===== config.mk =====
export PLATFORM = sky130hd
export DESIGN_NAME = urs_reg_select
export DESIGN_NICKNAME = d
export VERILOG_FILES = /design/src/core/urs_reg_select.v
export VERILOG_INCLUDE_DIRS = /design/src /design/src/common
export SDC_FILE = /design/constraint.sdc
export NUM_CORES = 1
export LEC_CHECK = 0
export BUFFER_PORTS_ARGS = -buffer_cell sky130_fd_sc_hd__buf_4
export CORE_UTILIZATION = 30
export CTS_CLUSTER_SIZE = 30
export DETAILED_ROUTE_END_ITERATION = 7
export PLACE_DENSITY_LB_ADDON = 0.08
export RECOVER_POWER = 100
export SLEW_MARGIN = 40
export SYNTH_ARGS = -nofsm -noshare
export SYNTH_HDL_FRONTEND = slang
export SYNTH_SLANG_ARGS = --single-unit

===== constraint.sdc =====
create_clock -name sys_clk_i -period 3.5 [get_ports sys_clk_i]
set_input_delay 0.35 -clock sys_clk_i [delete_from_list [all_inputs] [get_ports sys_clk_i]]
set_output_delay 0.35 -clock sys_clk_i [all_outputs]
set_load 0.01 [all_outputs]

===== src/common/urs_consts.vh =====
`ifndef URS_CONSTS_VH
`define URS_CONSTS_VH
// Register addresses (3-bit select)
`define URS_A_HOLD 3'h0
`define URS_A_IEN 3'h1
`define URS_A_ISTAT 3'h2
`define URS_A_LCTL 3'h3
`define URS_A_MCTL 3'h4
`define URS_A_LSTAT 3'h5
`define URS_A_MSTAT 3'h6
`define URS_A_SCR 3'h7
// Decode keys and field positions
`define URS_LCTL_MAGIC 8'hBF
`define URS_LCTL_DIV_BIT 7
`define URS_MCTL_LOOP_BIT 4
`define URS_EFN_UNLOCK_BIT 4
`define URS_FCTL_EMS_BIT 6
`define URS_SFN_GPIO_BIT 0
`define URS_MCTL_RTS_BIT 1
`define URS_MCTL_DTR_BIT 0
// Reset values
`define URS_RST_BYTE 8'h00
`define URS_RST_LCTL 8'h1D
// Revision code shown at address 0; the value is arbitrary
`define URS_DEV_REV 8'h5A
`endif


===== src/core/urs_reg_select.v =====
`timescale 1ns/100ps
`include "urs_consts.vh"
module urs_reg_select (
    input wire sys_clk_i,
    input wire reset_n_i,
    input wire [2:0] addr_i,
    input wire [7:0] wdata_i,
    input wire wr_i,
    input wire rd_i,
    output reg [7:0] rdata_o,
    input wire [7:0] rx_byte_i,
    input wire [7:0] int_status_i,
    input wire [7:0] line_status_i,
    input wire [7:0] fifo_level_i,
    input wire tx_shift_i,
    input wire rx_pin_i,
    input wire cts_n_i,
    input wire dsr_n_i,
    input wire cd_n_i,
    input wire ri_n_i,
    output reg rx_shift_o,
    output reg tx_pin_o,
    output reg rts_n_o,
    output reg dtr_n_o,
    output reg [3:0] modem_in_o,
    output reg loopback_o,
    output reg tx_load_o,
    output reg [7:0] tx_data_o,
    output reg rx_pop_o,
    output reg fifo_ctl_stb_o,
    output reg trigger_stb_o,
    output reg [7:0] strobe_data_o,
    output reg [15:0] divisor_o,
    output reg [7:0] divisor_fraction_o,
    output reg [7:0] line_control_o,
    output reg [7:0] interrupt_enable_o,
    output reg [7:0] setup_hysteresis_o,
    output reg [7:0] special_function_o,
    output reg [7:0] enhanced_mode_o,
    output reg [7:0] enhanced_function_o,
    output reg [7:0] feature_control_o,
    output reg [31:0] flow_chars_o,
    output reg [31:0] gpio_ctl_o
);
// ======================================================
// Register map by bank
// Two keys pick the bank: the magic line control value and the
// divisor access bit. Magic wins over divisor
// access, so a magic line control always opens the enhanced bank.
//
// Standard bank, divisor access clear:
//   0  read receive byte, write transmit byte
//   1  interrupt enable
//   2  read interrupt status, write FIFO control
//   3  line control
//   4  modem control
//   5  read line status, write setup/hysteresis
//   6  read modem status, write special function when unlocked
//   7  scratch pad, or enhanced mode select when feature bit 6 set
//
// Divisor bank, divisor access set and not magic:
//   0  divisor low byte, or revision code when divisor is zero
//   1  divisor high byte
//   2  fraction divisor when unlocked, status/FIFO control if locked
//   3..7  as in the standard bank
//
// Enhanced bank, line control magic:
//   0  read FIFO level, write trigger levels
//   1  feature control
//   2  enhanced function
//   3  line control, so software can always leave the bank
//   4..7  flow characters, or GPIO control when GPIO access is set
//
// Flow characters pack as resume one, resume two, pause one, pause
// two in bytes 0..3 of one 32-bit port; the GPIO group packs as
// interrupt enable, tristate, polarity and function select.
//
// Address 7 outside the magic bank reads the FIFO level whenever
// feature bit 6 or GPIO access is set, so a polling driver still
// gets live data rather than a stale scratch byte.
//
// The revision code is only shown while both divisor bytes are
// zero; a nonzero write to either divisor byte hides it again.
//
// Writes with no target reach no register, only strobe data: the host bus
// has no error response, and a stray write must not corrupt state.
// Reads with no target return zero.
//
// Bank keys come from registered outputs, so a write that changes
// line control takes effect from the next access on.
//
// Strobes (transmit load, receive pop, FIFO control, trigger) are
// one-cycle pulses in the cycle after the access; the byte that
// went with them stands on strobe data until the next write.
//
// Loopback:
//   The transmit shifter feeds the receive shifter, the serial
//   output sits at mark and both modem outputs are de-asserted.
//   Modem status then reflects the modem control outputs instead
//   of the pins, so software can test its modem handlers offline.
//   The receive pin is not looked at in loopback; if it is low on
//   exit the receiver sees a break, so the line must idle high.
//
// All steering is registered: every pin output lags its source by
// one clock. That costs a cycle on the serial path but keeps every
// top-level output glitch-free.
// ======================================================
// Bank decode
reg [7:0] modem_control_r;
reg [7:0] scratch_pad_r;
wire magic = (line_control_o == `URS_LCTL_MAGIC);
wire dab = line_control_o[`URS_LCTL_DIV_BIT];
wire unlk = enhanced_function_o[`URS_EFN_UNLOCK_BIT];
wire gpio_acc = special_function_o[`URS_SFN_GPIO_BIT];
wire ems = feature_control_o[`URS_FCTL_EMS_BIT];
wire div_bank = dab && !magic;
wire div_zero = (divisor_o == 16'h0000);
// Upper four addresses of the magic bank: flow chars or GPIO group
wire [31:0] hi_grp = gpio_acc ? gpio_ctl_o : flow_chars_o;
// Status/FIFO control window depends on unlock state
wire stat_ok = unlk ? !dab : !magic;
wire loop = modem_control_r[`URS_MCTL_LOOP_BIT];
// Modem status: loopback feeds modem control back, pins ignored
wire [3:0] msr_lines = loop ? {modem_control_r[3], modem_control_r[2],
    modem_control_r[0], modem_control_r[1]} :
    {~cd_n_i, ~ri_n_i, ~dsr_n_i, ~cts_n_i};
// Pick a byte out of a packed 4-byte group by low address bits
function [7:0] pick4;
    input [31:0] grp;
    input [1:0] idx;
    begin
        pick4 = grp[idx*8 +: 8];
    end
endfunction
// ======================================================
// Read data mux
reg [7:0] rd_nxt;
always @* begin
    rd_nxt = 8'h00;
    case (addr_i)
        `URS_A_HOLD: begin
            if (magic)
                rd_nxt = fifo_level_i;
            else if (!dab)
                rd_nxt = rx_byte_i;
            else if (div_zero)
                rd_nxt = `URS_DEV_REV;
            else
                rd_nxt = divisor_o[7:0];
        end
        `URS_A_IEN: begin
            if (magic)
                rd_nxt = feature_control_o;
            else if (dab)
                rd_nxt = divisor_o[15:8];
            else
                rd_nxt = interrupt_enable_o;
        end
        `URS_A_ISTAT: begin
            if (magic)
                rd_nxt = enhanced_function_o;
            else if (div_bank && unlk)
                rd_nxt = divisor_fraction_o;
            else if (stat_ok)
                rd_nxt = int_status_i;
        end
        `URS_A_LCTL: rd_nxt = line_control_o;
        `URS_A_MCTL: begin
            if (magic)
                rd_nxt = pick4(hi_grp, addr_i[1:0]);
            else
                rd_nxt = modem_control_r;
        end
        `URS_A_LSTAT: begin
            if (magic)
                rd_nxt = pick4(hi_grp, addr_i[1:0]);
            else
                rd_nxt = line_status_i;
        end
        `URS_A_MSTAT: begin
            if (magic)
                rd_nxt = pick4(hi_grp, addr_i[1:0]);
            else
                rd_nxt = {msr_lines, 4'h0};
        end
        `URS_A_SCR: begin
            if (magic)
                rd_nxt = pick4(hi_grp, addr_i[1:0]);
            else if (!ems && !gpio_acc)
                rd_nxt = scratch_pad_r;
            else
                rd_nxt = fifo_level_i;
        end
        default: rd_nxt = 8'h00;
    endcase
end
// ======================================================
// Register writes and access strobes
always @(posedge sys_clk_i or negedge reset_n_i) begin
    if (!reset_n_i) begin
        rdata_o <= `URS_RST_BYTE;
        modem_control_r <= `URS_RST_BYTE;
        scratch_pad_r <= `URS_RST_BYTE;
        line_control_o <= `URS_RST_LCTL;
        divisor_o <= 16'h0000;
        divisor_fraction_o <= `URS_RST_BYTE;
        interrupt_enable_o <= `URS_RST_BYTE;
        setup_hysteresis_o <= `URS_RST_BYTE;
        special_function_o <= `URS_RST_BYTE;
        enhanced_mode_o <= `URS_RST_BYTE;
        enhanced_function_o <= `URS_RST_BYTE;
        feature_control_o <= `URS_RST_BYTE;
        flow_chars_o <= 32'h00000000;
        gpio_ctl_o <= 32'h00000000;
        tx_load_o <= 1'b0;
        tx_data_o <= `URS_RST_BYTE;
        rx_pop_o <= 1'b0;
        fifo_ctl_stb_o <= 1'b0;
        trigger_stb_o <= 1'b0;
        strobe_data_o <= `URS_RST_BYTE;
    end else begin
        // Read data stands only in the cycle after the strobe
        rdata_o <= rd_i ? rd_nxt : 8'h00;
        rx_pop_o <= rd_i && addr_i == `URS_A_HOLD && !dab;
        tx_load_o <= 1'b0;
        fifo_ctl_stb_o <= 1'b0;
        trigger_stb_o <= 1'b0;
        if (wr_i) begin
            strobe_data_o <= wdata_i;
            case (addr_i)
                `URS_A_HOLD: begin
                    if (magic)
                        trigger_stb_o <= 1'b1;
                    else if (dab)
                        divisor_o[7:0] <= wdata_i;
                    else begin
                        tx_load_o <= 1'b1;
                        tx_data_o <= wdata_i;
                    end
                end
                `URS_A_IEN: begin
                    if (magic)
                        feature_control_o <= wdata_i;
                    else if (dab)
                        divisor_o[15:8] <= wdata_i;
                    else
                        interrupt_enable_o <= wdata_i;
                end
                `URS_A_ISTAT: begin
                    if (magic)
                        enhanced_function_o <= wdata_i;
                    else if (div_bank && unlk)
                        divisor_fraction_o <= wdata_i;
                    else if (stat_ok)
                        fifo_ctl_stb_o <= 1'b1;
                end
                `URS_A_LCTL: line_control_o <= wdata_i;
                // Magic bank aliases 4..7 onto flow chars or GPIO set
                `URS_A_MCTL: begin
                    if (magic && gpio_acc)
                        gpio_ctl_o[7:0] <= wdata_i;
                    else if (magic)
                        flow_chars_o[7:0] <= wdata_i;
                    else
                        modem_control_r <= wdata_i;
                end
                `URS_A_LSTAT: begin
                    if (magic && gpio_acc)
                        gpio_ctl_o[15:8] <= wdata_i;
                    else if (magic)
                        flow_chars_o[15:8] <= wdata_i;
                    else
                        setup_hysteresis_o <= wdata_i;
                end
                `URS_A_MSTAT: begin
                    if (magic && gpio_acc)
                        gpio_ctl_o[23:16] <= wdata_i;
                    else if (magic)
                        flow_chars_o[23:16] <= wdata_i;
                    else if (unlk)
                        special_function_o <= wdata_i;
                end
                `URS_A_SCR: begin
                    if (magic && gpio_acc)
                        gpio_ctl_o[31:24] <= wdata_i;
                    else if (magic)
                        flow_chars_o[31:24] <= wdata_i;
                    else if (!gpio_acc) begin
                        if (ems)
                            enhanced_mode_o <= wdata_i;
                        else
                            scratch_pad_r <= wdata_i;
                    end
                end
                default: begin
                end
            endcase
        end
    end
end
// ======================================================
// Loopback pin steering; the core keeps running either way
always @(posedge sys_clk_i or negedge reset_n_i) begin
    if (!reset_n_i) begin
        rx_shift_o <= 1'b1;
        tx_pin_o <= 1'b1;
        rts_n_o <= 1'b1;
        dtr_n_o <= 1'b1;
        modem_in_o <= 4'h0;
        loopback_o <= 1'b0;
    end else begin
        loopback_o <= loop;
        // Receive pin is not looked at in loopback; a low pin there
        // shows up as a break once loopback is left.
        rx_shift_o <= loop ? tx_shift_i : rx_pin_i;
        tx_pin_o <= loop ? 1'b1 : tx_shift_i;
        rts_n_o <= loop ? 1'b1 :
            ~modem_control_r[`URS_MCTL_RTS_BIT];
        dtr_n_o <= loop ? 1'b1 :
            ~modem_control_r[`URS_MCTL_DTR_BIT];
        modem_in_o <= msr_lines;
    end
end
endmodule


======== After elaboration in Yosys (flattened, before gate mapping) ========
Index checks and enable logic that the tools add are counted.
operators by class
  add/subtract/negate cells ............... 0
  $mul .................................... 0
  div/mod/pow operators ................... 0
  order comparisons ....................... 0
  equal/unequal tests ..................... 8
  shift operators ......................... 1
  multiplexer cells ....................... 34
  bitwise operators ....................... 11
  reductions and logical operators ........ 33
operator list
  cell                                                             number
  8-bit 2-to-1 mux                                                 14
  8-bit one-hot mux with 8 select lines                            1
  4-bit AND reduction                                              11
  32-bit 2-to-1 mux                                                1
  32-bit by 6-bit indexed part select with 8-bit output            1
  3-bit AND reduction                                              6
  1-bit 2-to-1 mux                                                 17
  16-bit logical NOT                                               1
  3-bit == test, second input constant                             4
  6-bit AND reduction                                              2
  1-bit NOT                                                        11
  8-bit == test, second input constant                             1
  3-bit by 2-bit == test with 1-bit output, second input constant  2
  1-bit logical AND                                                6
  5-bit AND reduction                                              1
  1-bit logical NOT                                                4
  4-bit 2-to-1 mux                                                 1
  3-bit by 1-bit == test with 1-bit output, second input constant  1
  3-bit logical NOT                                                1
  2-bit AND reduction                                              1
storage, ports and cells
  bits in registers ....................... 197
  latch bits .............................. 0
  RAM bits ................................ 0
  memory bits (read-only) ................. 0
  input port bits ......................... 53
  output and inout port bits .............. 181
  logic and storage cells ................. 120
  memories kept ........................... 0

======== Depth between registers and ports, before layout ========
Gate-level depths: netlist of run 1.
  depth in word-level cells ............... 8
  mapped depth ............................ 8
  gate-level depth less buffers ........... 5

======== Worst setup path after synthesis of run 1 ========
Ideal clock, no wire load.
  path type ............................... register to register
  start ................................... register line_control_o[3]
  end ..................................... register gpio_ctl_o[0]
  library setup time ...................... 0.125 ns
  arrival ................................. 1.822 ns
  data required time ...................... 3.375 ns
  path slack .............................. 1.553 ns
  cell stages (with the launch flop) ...... 7
  path buffers ............................ 1
  clock period less this slack ............ 1.947 ns
  cells stage by stage .................... dfstp_2 and4_1 and3_1 buf_4 nand2_2 nor3_4 mux2_2
on the way
  word-level cells in the longest chain between the ends .. 3
ends and longest elaborated chain
  item                           line                  source
  start, declared                urs_reg_select.v:35   output reg [7:0] line_control_o,
  start signal, assigned         urs_reg_select.v:204  line_control_o <= `URS_RST_LCTL;
  start signal, assigned         urs_reg_select.v:257  `URS_A_LCTL: line_control_o <= wdata_i;
  8-bit == test (no line)        n/a
  1-bit logical AND              urs_reg_select.v:260  if (magic && gpio_acc)
  3-bit AND reduction (no line)  n/a
  end signal, assigned           urs_reg_select.v:261  gpio_ctl_o[7:0] <= wdata_i;
  end, declared                  urs_reg_select.v:43   output reg [31:0] gpio_ctl_o
Every way passes these cells.
A chain may end at the register's enable or synchronous reset.

======== Final worst setup path of run 1 ========
  start ................................... input port addr_i[0]
  end ..................................... register gpio_ctl_o[28]
on the way
  word-level cells in the longest chain between the ends .. 2
ends and longest elaborated chain
  item                           line                  source
  start, declared                urs_reg_select.v:6    input wire [2:0] addr_i,
  3-bit == test                  n/a
  3-bit AND reduction (no line)  n/a
  end signal, assigned           urs_reg_select.v:285  gpio_ctl_o[31:24] <= wdata_i;
Every way passes these cells.

==> results.json, run 1 <==
{
  "peakVddDrop_uv": 278,
  "final_cell_mix": "dfrtp_1 (189), clkbuf_1 (178), mux2_2 (173), buf_4 (58), nand2_1 (54)",
  "layout_commonest_cell": "dfrtp_1",
  "synth_top_family_by_area": "multiplexers",
  "period_needed_ns": 3.07,
  "io_buffer_count": 233,
  "synth_top_cell_by_area": "dfrtp_1",
  "yosysSeqAreaShare_pct": 54.1,
  "overflow": 0,
  "p_per_area_nw_per_um2": 510,
  "worstPathRequired_ns": 3.82,
  "dieWidth_um": 176,
  "finalCritPeriodShare_pct": 87.8,
  "dpl-instance-area_sq_um": 11200,
  "violations": "max-capacitance violations, max-slew violations",
  "io_pins": 234,
  "grt_antenna_before_repair": 0,
  "num_rows": 63,
  "core_area_sq_um": 29800,
  "drcViolationCount": 0,
  "yosys_warnings": 0,
  "numCtsBuffers": 17,
  "finalNetCount": 952,
  "synth-simple-area-share_pct": 8.38,
  "arrival_ns": 3.40,
  "final_util_pct": 37.0,
  "synth_top_area_share_pct": 51.8,
  "slew_headroom_pct": -40.1,
  "path_class": "in2reg",
  "clock_skew_ns": 0.0120,
  "start_util_pct": 30.6,
  "outcome": "finished with violations",
  "grt_setup_unrepaired": "no",
  "ys_top_cells_by_area": "dfrtp_1 (52%), mux2_2 (21%), mux2i_1 (3.3%), mux4_2 (3.0%), dfstp_2 (2.3%)",
  "clk_pin_slew_ns": 0.07,
  "grt_max_degree": 78,
  "tns_ns": 0,
  "yosysUniqueCellTypes": 60,
  "grt_pass1_vias": 6871,
  "synth_compound_area_share_pct": 6.99,
  "tightest_slew_ns": 2.10,
  "synth_xor_area_share_pct": 0,
  "clockBufferDepth": 2,
  "cts_tree": "built",
  "hp-class": "in2reg",
  "synthArstFlopShare_pct": 100,
  "grt_usage_pct": 21.2,
  "fmax_mhz": 325,
  "root_buffer": "clkbuf_16",
  "syn_inst": 686,
  "critPathMaxFanout": 37,
  "final_cell_area_sq_um": 11000,
  "routedWlPerCell_um": 25.0,
  "synth_edf_count": 0,
  "drive_gt1_share_pct": 32.1,
  "post_cts_buffers": 0,
  "antenna_cells": 0,
  "drv_slew": 76,
  "synthToLayoutAreaGrowth_pct": 21.0,
  "syn_area_sq_um": 9120,
  "ant_nets": 0,
  "setup_violations": 0,
  "dpl.hpwl_um": 22400,
  "viasPerCell": 5.11,
  "grt_pass1_wl_um": 47700,
  "end_kind": "flip-flop",
  "cts-htree-levels": 4,
  "synth_fp_nets": 739,
  "drt_first_pass_iters": 5,
  "p_leak_nw": 5.00,
  "clk-insertion-delay-late_ns": 0.44,
  "synthAdderAreaFrac_pct": 0,
  "die_y_um": 176,
  "synthFlopType": "dfrtp_1",
  "startpoint_type": "input pin",
  "slowest_stage": "clkbuf_2",
  "crit_chain": "clkbuf_2 -> and2_0 -> nand2_1 -> nor2_1 -> mux2_2",
  "num_vias": 6649,
  "synth_seq_cells": 197,
  "fill_cells": 3124,
  "drtIter0Drc": 487,
  "synth_mux_area_share_pct": 27.6,
  "gp_congestion": 0.869,
  "hold_viol": 0,
  "synth.avg_cell_area_sq_um": 13.3,
  "die-area_sq_um": 31100,
  "max-cap-violations": 1,
  "clock_sinks": 197,
  "routed_wl_um": 32500,
  "slowest_delay_ns": 0.84
}
==> metrics by stage <==
| stage | cells | hold slack [ns] | total power, mW | setup WS [ns] |
|---|---|---|---|---|
| 3_3_place_gp | 1269 | 0.446 | 3.89 | 0.848 |
| 2_1_floorplan | 686 | 0.0544 | 3.25 | 1.55 |
| 5_1_grt | 1302 | 0.0846 | 5.90 | 0.332 |
| 4_1_cts | 1302 | 0.0818 | 5.86 | 0.784 |
| 6_report | 1302 | 0.0941 | 5.63 | 0.427 |
| 3_5_place_dp | 1269 | 0.449 | 3.89 | 0.777 |
==> routing by layer <==
| metal | share of wire, % | track usage (%) | vias to the layer above |
|---|---|---|---|
| met1 | 46 | 29.8 | 3465 |
| met2 | 47 | 33.6 | 210 |
| met5 | 0 | 0 | - |
| met3 | 5.9 | 4.33 | 17 |
| li1 | - | - | 2957 |
| met4 | 1.1 | 4.56 | 0 |
==> Yosys cell counts (all sizes together) (2+ instances only) <==
master   count
nand2       55
and3         4
o21ai       14
inv          7
o2bb2ai      2
a311oi       2
clkbuf      23
nor2        19
a221oi      11
nand4b       2
mux4        12
nand2b       3
buf         24
nor3         4
o22a         4
dfstp        8
and4b        3
a21oi       15
dfrtp      189
o22ai       12
nor2b       13
a31oi        6
nor4         5
mux2i       30
nand3        8
o221ai       2
a221o        3
and2         3
o32ai        4
nand4        5
mux2       173
clkinv       2
a21o         2
o221a        2
o311a        4
==> layout make-up <==
type | count | area (sq um) | area share [%]
clock buffers | 18 | 429 | 3.89
repair buffers | 241 | 1180 | 10.7
inverters | 9 | 33.8 | 0.306
well taps | 390 | 488 | 4.42
multi-input cells | 433 | 3820 | 34.6
clock inverters | 14 | 141 | 1.28
flip-flops and latches | 197 | 4940 | 44.8
==> critical path: cells and delay by family <==
kind / cells / cell delay, ns
buf+inv: 1 / 0.84
mux: 1 / 0.41
simple gates: 3 / 1.77
==> worst paths after layout <==
check                                        to  slack, ns  depth (start not counted)                from
setup / recovery                 gpio_ctl_o[28]       0.43                          5           addr_i[0]
hold / removal                    modem_in_o[0]       0.09                          2             cts_n_i
setup reg to reg                  divisor_o[10]       0.58                          5   line_control_o[7]
hold reg to reg                         dtr_n_o       0.46                          1  modem_control_r[0]
max in group asynchronous  feature_control_o[7]       1.20                          3           reset_n_i
min in group asynchronous         gpio_ctl_o[8]       1.05                          2           reset_n_i
==> registers in the layout, indices dropped and copies added (netlist names), 4 cells and up <==
register / flops
divisor_fraction_o: 8
divisor_o: 16
enhanced_function_o: 8
enhanced_mode_o: 8
feature_control_o: 8
flow_chars_o: 32
gpio_ctl_o: 32
interrupt_enable_o: 8
line_control_o: 8
modem_control_r: 8
modem_in_o: 4
rdata_o: 8
scratch_pad_r: 8
setup_hysteresis_o: 8
special_function_o: 8
strobe_data_o: 8
tx_data_o: 8
==> where the power goes <==
group | internal, mW | total (mW) | switching, mW
registers | 2.51 | 2.73 | 0.219
logic | 0.395 | 0.945 | 0.550
clock network | 0.950 | 1.95 | 1.00
total | 3.86 | 5.63 | 1.77
==> repair_timing <==
item,in CTS,in global routing
hold buffers,1,0
gates resized for setup,0,0
setup endpoints to repair,0,0
endpoints found under the hold margin,71,0
==> logic make-up (layout without fill, tap and decap cells) <==
family | Yosys count | in the layout
AND/OR/NAND/NOR | 129 | 129
buffers and inverters | 56 | 282
multiplexers | 215 | 215
AO/OA/AOI/OAI | 89 | 89
flip-flops | 197 | 197
(Power assumes the default switching activity.)
==> inputs of run 2 (changes only) <==
--- a/config.mk
+++ b/config.mk
@@ -10,7 +10,8 @@
 export CORE_UTILIZATION = 30
 export CTS_CLUSTER_SIZE = 30
 export DETAILED_ROUTE_END_ITERATION = 7
-export PLACE_DENSITY_LB_ADDON = 0.08
+export GPL_ROUTABILITY_DRIVEN = 0
+export PLACE_DENSITY = 0.54
 export RECOVER_POWER = 100
 export SLEW_MARGIN = 40
 export SYNTH_ARGS = -nofsm -noshare
==> constraint.sdc (replaced) <==
create_clock -name sys_clk_i -period 3.5 [get_ports sys_clk_i]
set_input_delay 0.35 -clock sys_clk_i [delete_from_list [all_inputs] [get_ports sys_clk_i]]
set_output_delay 0.35 -clock sys_clk_i [all_outputs]
set_load 0.05 [all_outputs]
==> run 2 against run 1 <==
The run still ends with max-capacitance violations, max-slew violations left. Sequential cell count is the same. Fmax increased by 9.9%. Count of clock-buffer cells in the layout unchanged. Clock power hardly changed. Global-route usage down 0.29 points. Critical path depth did not move. Non-clock buffer count up 3. Via count increased by 2.0%. Critical endpoint is now special_function_o[6]. Highest routed layer unchanged.
==> results.json, run 2 (synthesis gave the netlist of run 1 again) <==
{
  "drv_slew": 26,
  "viasPerCell": 5.20,
  "tns_ns": 0,
  "tightest_slew_ns": 1.76,
  "worstPathRequired_ns": 3.82,
  "routed_wl_um": 32100,
  "clock_skew_ns": 0.0136,
  "global_route.usage.met2_pct": 33.3,
  "hold_buffers": 0,
  "holdPathStages": 2,
  "setup_violations": 0,
  "grt_pass1_vias": 6900,
  "routedWlPerCell_um": 24.6,
  "final_cell_area_sq_um": 11000,
  "clock_sinks": 197,
  "peakVddDrop_uv": 389,
  "grt_antenna_before_repair": 0,
  "drtIter0Drc": 457,
  "violations": "max-capacitance violations, max-slew violations",
  "grt_setup_unrepaired": "no",
  "dpl.hpwl_um": 22800,
  "rrSetupSlack_ns": 0.70,
  "slew_headroom_pct": -17.2,
  "outcome": "finished with violations",
  "clk_pin_slew_ns": 0.08,
  "r2r_cells": 5,
  "drive_gt1_share_pct": 32.3,
  "ant_nets": 0,
  "io_pins": 234,
  "use_met1_pct": 27.3,
  "p_per_area_nw_per_um2": 561,
  "reg2reg_from": "line_control_o[5]",
  "arrival_ns": 3.12,
  "finalCritPeriodShare_pct": 79.9,
  "die-area_sq_um": 31100,
  "antenna_cells": 0,
  "max-cap-violations": 1,
  "grt_pass1_wl_um": 46800,
  "num_rows": 63,
  "io_buffer_count": 233,
  "startpoint_type": "flip-flop",
  "hold_viol": 0,
  "grt_max_degree": 96,
  "period_needed_ns": 2.80,
  "numCtsBuffers": 17,
  "cts-htree-levels": 4,
  "critical_path.startpoint": "line_control_o[5]",
  "num_vias": 6781,
  "fill_cells": 3071,
  "endpoint": "special_function_o[6]",
  "die_y_um": 176,
  "root_buffer": "clkbuf_16",
  "cts_tree": "built",
  "finalNetCount": 955,
  "hp-class": "in2reg",
  "final_cell_mix": "dfrtp_1 (189), clkbuf_1 (184), mux2_2 (173), buf_4 (56), nand2_1 (54)",
  "cts_resized": 0,
  "post_cts_buffers": 0,
  "clockBufferDepth": 2,
  "end_kind": "flip-flop",
  "p_leak_nw": 5.01,
  "reg_top3": "flow_chars_o x32, gpio_ctl_o x32, divisor_o x16",
  "clk-insertion-delay-late_ns": 0.44,
  "fmax_mhz": 358,
  "path_class": "reg2reg",
  "dpl-instance-area_sq_um": 11200,
  "busiest_layer": "met2",
  "layout_commonest_cell": "dfrtp_1",
  "start_util_pct": 30.6,
  "core_area_sq_um": 29800,
  "synthToLayoutAreaGrowth_pct": 20.9,
  "drt_first_pass_iters": 4,
  "drcViolationCount": 0,
  "overflow": 0,
  "dieWidth_um": 176,
  "grt_util_met3_pct": 6.35,
  "grt_usage_pct": 20.9,
  "critPathMaxFanout": 19,
  "r2r_end": "special_function_o[6]"
}
-- run 2: cell count changes in the layout (fill, tap and decap cells not counted), sizes merged --
| cell | change |
|---|---|
| buf | -3 |
| clkbuf | +6 |
| clkinv | +2 |
| clkinvlp | -2 |
-- run 2: final cells by class --
type	count	area (sq um)	share of cell area [%]
Inverter	9	33.8	0.306
Timing Repair Buffer	244	1170	10.6
Tap cell	390	488	4.42
Multi-Input combinational cell	433	3840	34.8
Clock buffer	18	439	3.98
Sequential cell	197	4940	44.8
Clock inverter	14	116	1.05
-- run 2: stage by stage --
stage	power (mW)	cells	setup WS (ns)	hold slack, ns	util (%)
2_1_floorplan	3.83	686	1.30	0.0544	-
3_3_place_gp	4.48	1271	0.903	0.440	37.7
3_5_place_dp	4.49	1271	0.935	0.442	37.7
4_1_cts	6.42	1303	1.03	0.0222	39.5
5_1_grt	6.43	1305	0.575	0.0818	37.0
6_report	6.19	1305	0.703	0.0980	37.0
-- run 2: how the worst min path moves through the flow --
stage                     slack [ns]          startpoint                    end
after floorplan                 0.05           reset_n_i  divisor_fraction_o[0]
after global placement          0.44  modem_control_r[0]                dtr_n_o
after detailed placement        0.44  modem_control_r[0]                dtr_n_o
after CTS                       0.02           reset_n_i       flow_chars_o[13]
after global routing            0.08             cts_n_i          modem_in_o[0]
final                            0.1             cts_n_i          modem_in_o[0]
-- run 2: report_power, final --
group / total [mW] / switching, mW / internal, mW / leakage (nW)
registers: 2.72 / 0.204 / 2.52 / 2.58
logic: 1.55 / 1.16 / 0.390 / 2.14
clock network: 1.92 / 0.966 / 0.952 / 0.279
total: 6.19 / 2.33 / 3.86 / 5.01
-- run 2: per-layer routing --
layer | wire length (um) | share of wire [%] | vias up
met3 | 2330 | 7.2 | 34
met4 | 727 | 2.3 | 0
met2 | 15200 | 47 | 240
li1 | - | - | 2966
met5 | 0 | 0 | -
met1 | 13900 | 43 | 3541
-- run 2: critical path, stage by stage (launching register included) --
cell and delay (ns):
dfrtp_1 0.47, and4b_4 0.26, nand2_2 0.37, and2_0 0.48, nand4_1 0.60, mux2_2 0.49
==> inputs of run 3 (changes only) <==
==> constraint.sdc (replaced) <==
create_clock -name sys_clk_i -period 2.7 [get_ports sys_clk_i]
set_input_delay 0.27 -clock sys_clk_i [delete_from_list [all_inputs] [get_ports sys_clk_i]]
set_output_delay 0.27 -clock sys_clk_i [all_outputs]
set_load 0.05 [all_outputs]
==> run 3 against run 2 <==
The flow still finishes with violations (max-capacitance violations, max-slew violations). Routed wire length grew 0.59%. Sequential power is 30% higher. Sequential share of layout area decreased by 1.0 points. Worst hold slack worse by 0.070 ns. Utilization is 0.86 points higher. Global-route usage up 0.15 points. Register-to-register slack worse by 0.43 ns. Critical path depth is the same. Via count is 0.58% higher. Critical endpoint is now enhanced_function_o[1]. Largest power group unchanged. Highest routed layer unchanged.
==> results.json, run 3 (synthesis gave the netlist of run 1 again) <==
{
  "drcViolationCount": 0,
  "final_cell_area_sq_um": 11300,
  "max-cap-violations": 1,
  "numCtsBuffers": 17,
  "grt_pass1_wl_um": 47100,
  "grt_setup_unrepaired": "no",
  "drv_slew": 70,
  "drt_first_pass_iters": 5,
  "setup_violations": 0,
  "viasPerCell": 5.18,
  "synthToLayoutAreaGrowth_pct": 23.8,
  "core_area_sq_um": 29800,
  "cell_internal_pwr_mw": 5.52,
  "startpoint_type": "input pin",
  "overflow": 0,
  "dpl-instance-area_sq_um": 11400,
  "io_pins": 234,
  "routedWlPerCell_um": 24.5,
  "worstPathRequired_ns": 3.02,
  "grt_antenna_before_repair": 0,
  "arrival_ns": 2.79,
  "peakVddDrop_uv": 564,
  "clockPowerShare_pct": 34.4,
  "finalCritPeriodShare_pct": 91.5,
  "cts-htree-levels": 4,
  "start_util_pct": 30.6,
  "clock_skew_ns": 0.0114,
  "p_per_area_nw_per_um2": 750,
  "power_frac_comb_pct": 23.8,
  "tightest_slew_ns": 2.04,
  "dpl.hpwl_um": 23100,
  "dp_cells": 1284,
  "num_rows": 63,
  "clk_pin_slew_ns": 0.07,
  "reg_top3": "flow_chars_o x32, gpio_ctl_o x32, divisor_o x16",
  "cts_resized": 0,
  "die_y_um": 176,
  "critPathMaxFanout": 37,
  "pre_cts_slack_ns": 0.379,
  "root_buffer": "clkbuf_16",
  "layout_commonest_cell": "dfrtp_1",
  "io_buffer_count": 233,
  "grt_pass1_vias": 6988,
  "dieWidth_um": 176,
  "drtIter0Drc": 488,
  "hold_viol": 0,
  "switching_share_pct": 34.8,
  "drive_gt1_share_pct": 33.2,
  "tns_ns": 0,
  "violations": "max-capacitance violations, max-slew violations",
  "num_vias": 6820,
  "routed_wl_um": 32300,
  "cts_tree": "built",
  "fmax_mhz": 405,
  "fill_cells": 3053,
  "p_seq_share_pct": 41.8,
  "slew_headroom_pct": -36.2,
  "die-area_sq_um": 31100,
  "final_cell_mix": "dfrtp_1 (189), clkbuf_1 (184), mux2_2 (173), buf_4 (65), nand2_1 (55)",
  "path_class": "in2reg",
  "period_needed_ns": 2.47,
  "final_util_pct": 37.9,
  "p_leak_nw": 5.17,
  "grt_max_degree": 73,
  "power_switching_mw": 2.95,
  "finalNetCount": 968,
  "setup_slack_ns": 0.230,
  "outcome": "finished with violations",
  "hp-class": "in2reg",
  "ant_nets": 0,
  "final_cells": 1317,
  "clock_sinks": 197,
  "grt_usage_pct": 21.1,
  "clockBufferDepth": 2,
  "end_kind": "flip-flop",
  "clk-insertion-delay-late_ns": 0.45
}
## run 3: cell count changes in the layout (fill, tap and decap cells not counted), moves of 2 or more
cell       change
buf_4          +9
bufinv_16      +6
clkinv_4       -4
buf_12         +3
clkbuf_2       +3
clkinv_2       -3
nand4_1        -3
inv_8          -2
nand3_1        +2
nand3_2        -2
nand4_2        +2
## run 3: worst max-delay path, cell delays in order
cell and delay [ns]:
clkbuf_2 0.64, nand2b_1 0.45, nor2_1 0.50, nand2_1 0.50, mux2_2 0.41
## run 3: final timing paths
| check | startpoint | slack [ns] | cells past startpoint | end |
|---|---|---|---|---|
| max in group asynchronous | reset_n_i | 0.53 | 3 | flow_chars_o[12] |
| worst max register to register | special_function_o[0] | 0.27 | 6 | gpio_ctl_o[7] |
| worst min-delay path | tx_shift_i | 0.03 | 2 | tx_pin_o |
| worst min register to register | modem_control_r[0] | 0.45 | 1 | dtr_n_o |
| worst max-delay path | addr_i[0] | 0.23 | 5 | enhanced_function_o[1] |
| min in group asynchronous | reset_n_i | 0.93 | 2 | flow_chars_o[6] |
## run 3: timing repair
action,in CTS,in global routing
hold endpoints to repair,69,0
hold buffers,2,0
setup buffers,0,0
## run 3: power by group through the flow
stage | clock network, mW | registers [mW] | logic [mW]
6_report | 2.92 | 3.54 | 2.01
4_1_cts | 2.98 | 3.55 | 2.24
3_3_place_gp | 0 | 3.60 | 2.23
2_1_floorplan | 0 | 4.37 | 0.597
3_5_place_dp | 0 | 3.60 | 2.24
5_1_grt | 3.11 | 3.58 | 2.12
## run 3: routing by layer
layer	vias to the layer above	wire, um	share of wire (%)	track usage (%)
met5	-	0	0	0
met4	0	516	1.6	5.93
met3	34	2380	7.4	6.24
met2	246	15600	48	33.9
met1	3533	13800	43	27.4
li1	3007	-	-	-
## run 3: cell type report
class / instances / area, sq um / area share [%]
inverter: 9 / 33.8 / 0.299
tap: 390 / 488 / 4.32
antenna: 1 / 2.50 / 0.0222
clock inverter: 11 / 223 / 1.97
sequential: 197 / 4940 / 43.8
timing repair buffer: 257 / 1290 / 11.4
clock buffer: 19 / 433 / 3.83
multi-input combinational: 433 / 3880 / 34.4
## run 3: through the flow
stage	hold slack, ns	power (mW)
2_1_floorplan	-0.0256	4.97
3_3_place_gp	0.355	5.82
3_5_place_dp	0.354	5.84
4_1_cts	0.0153	8.77
5_1_grt	0.0193	8.81
6_report	0.0278	8.47
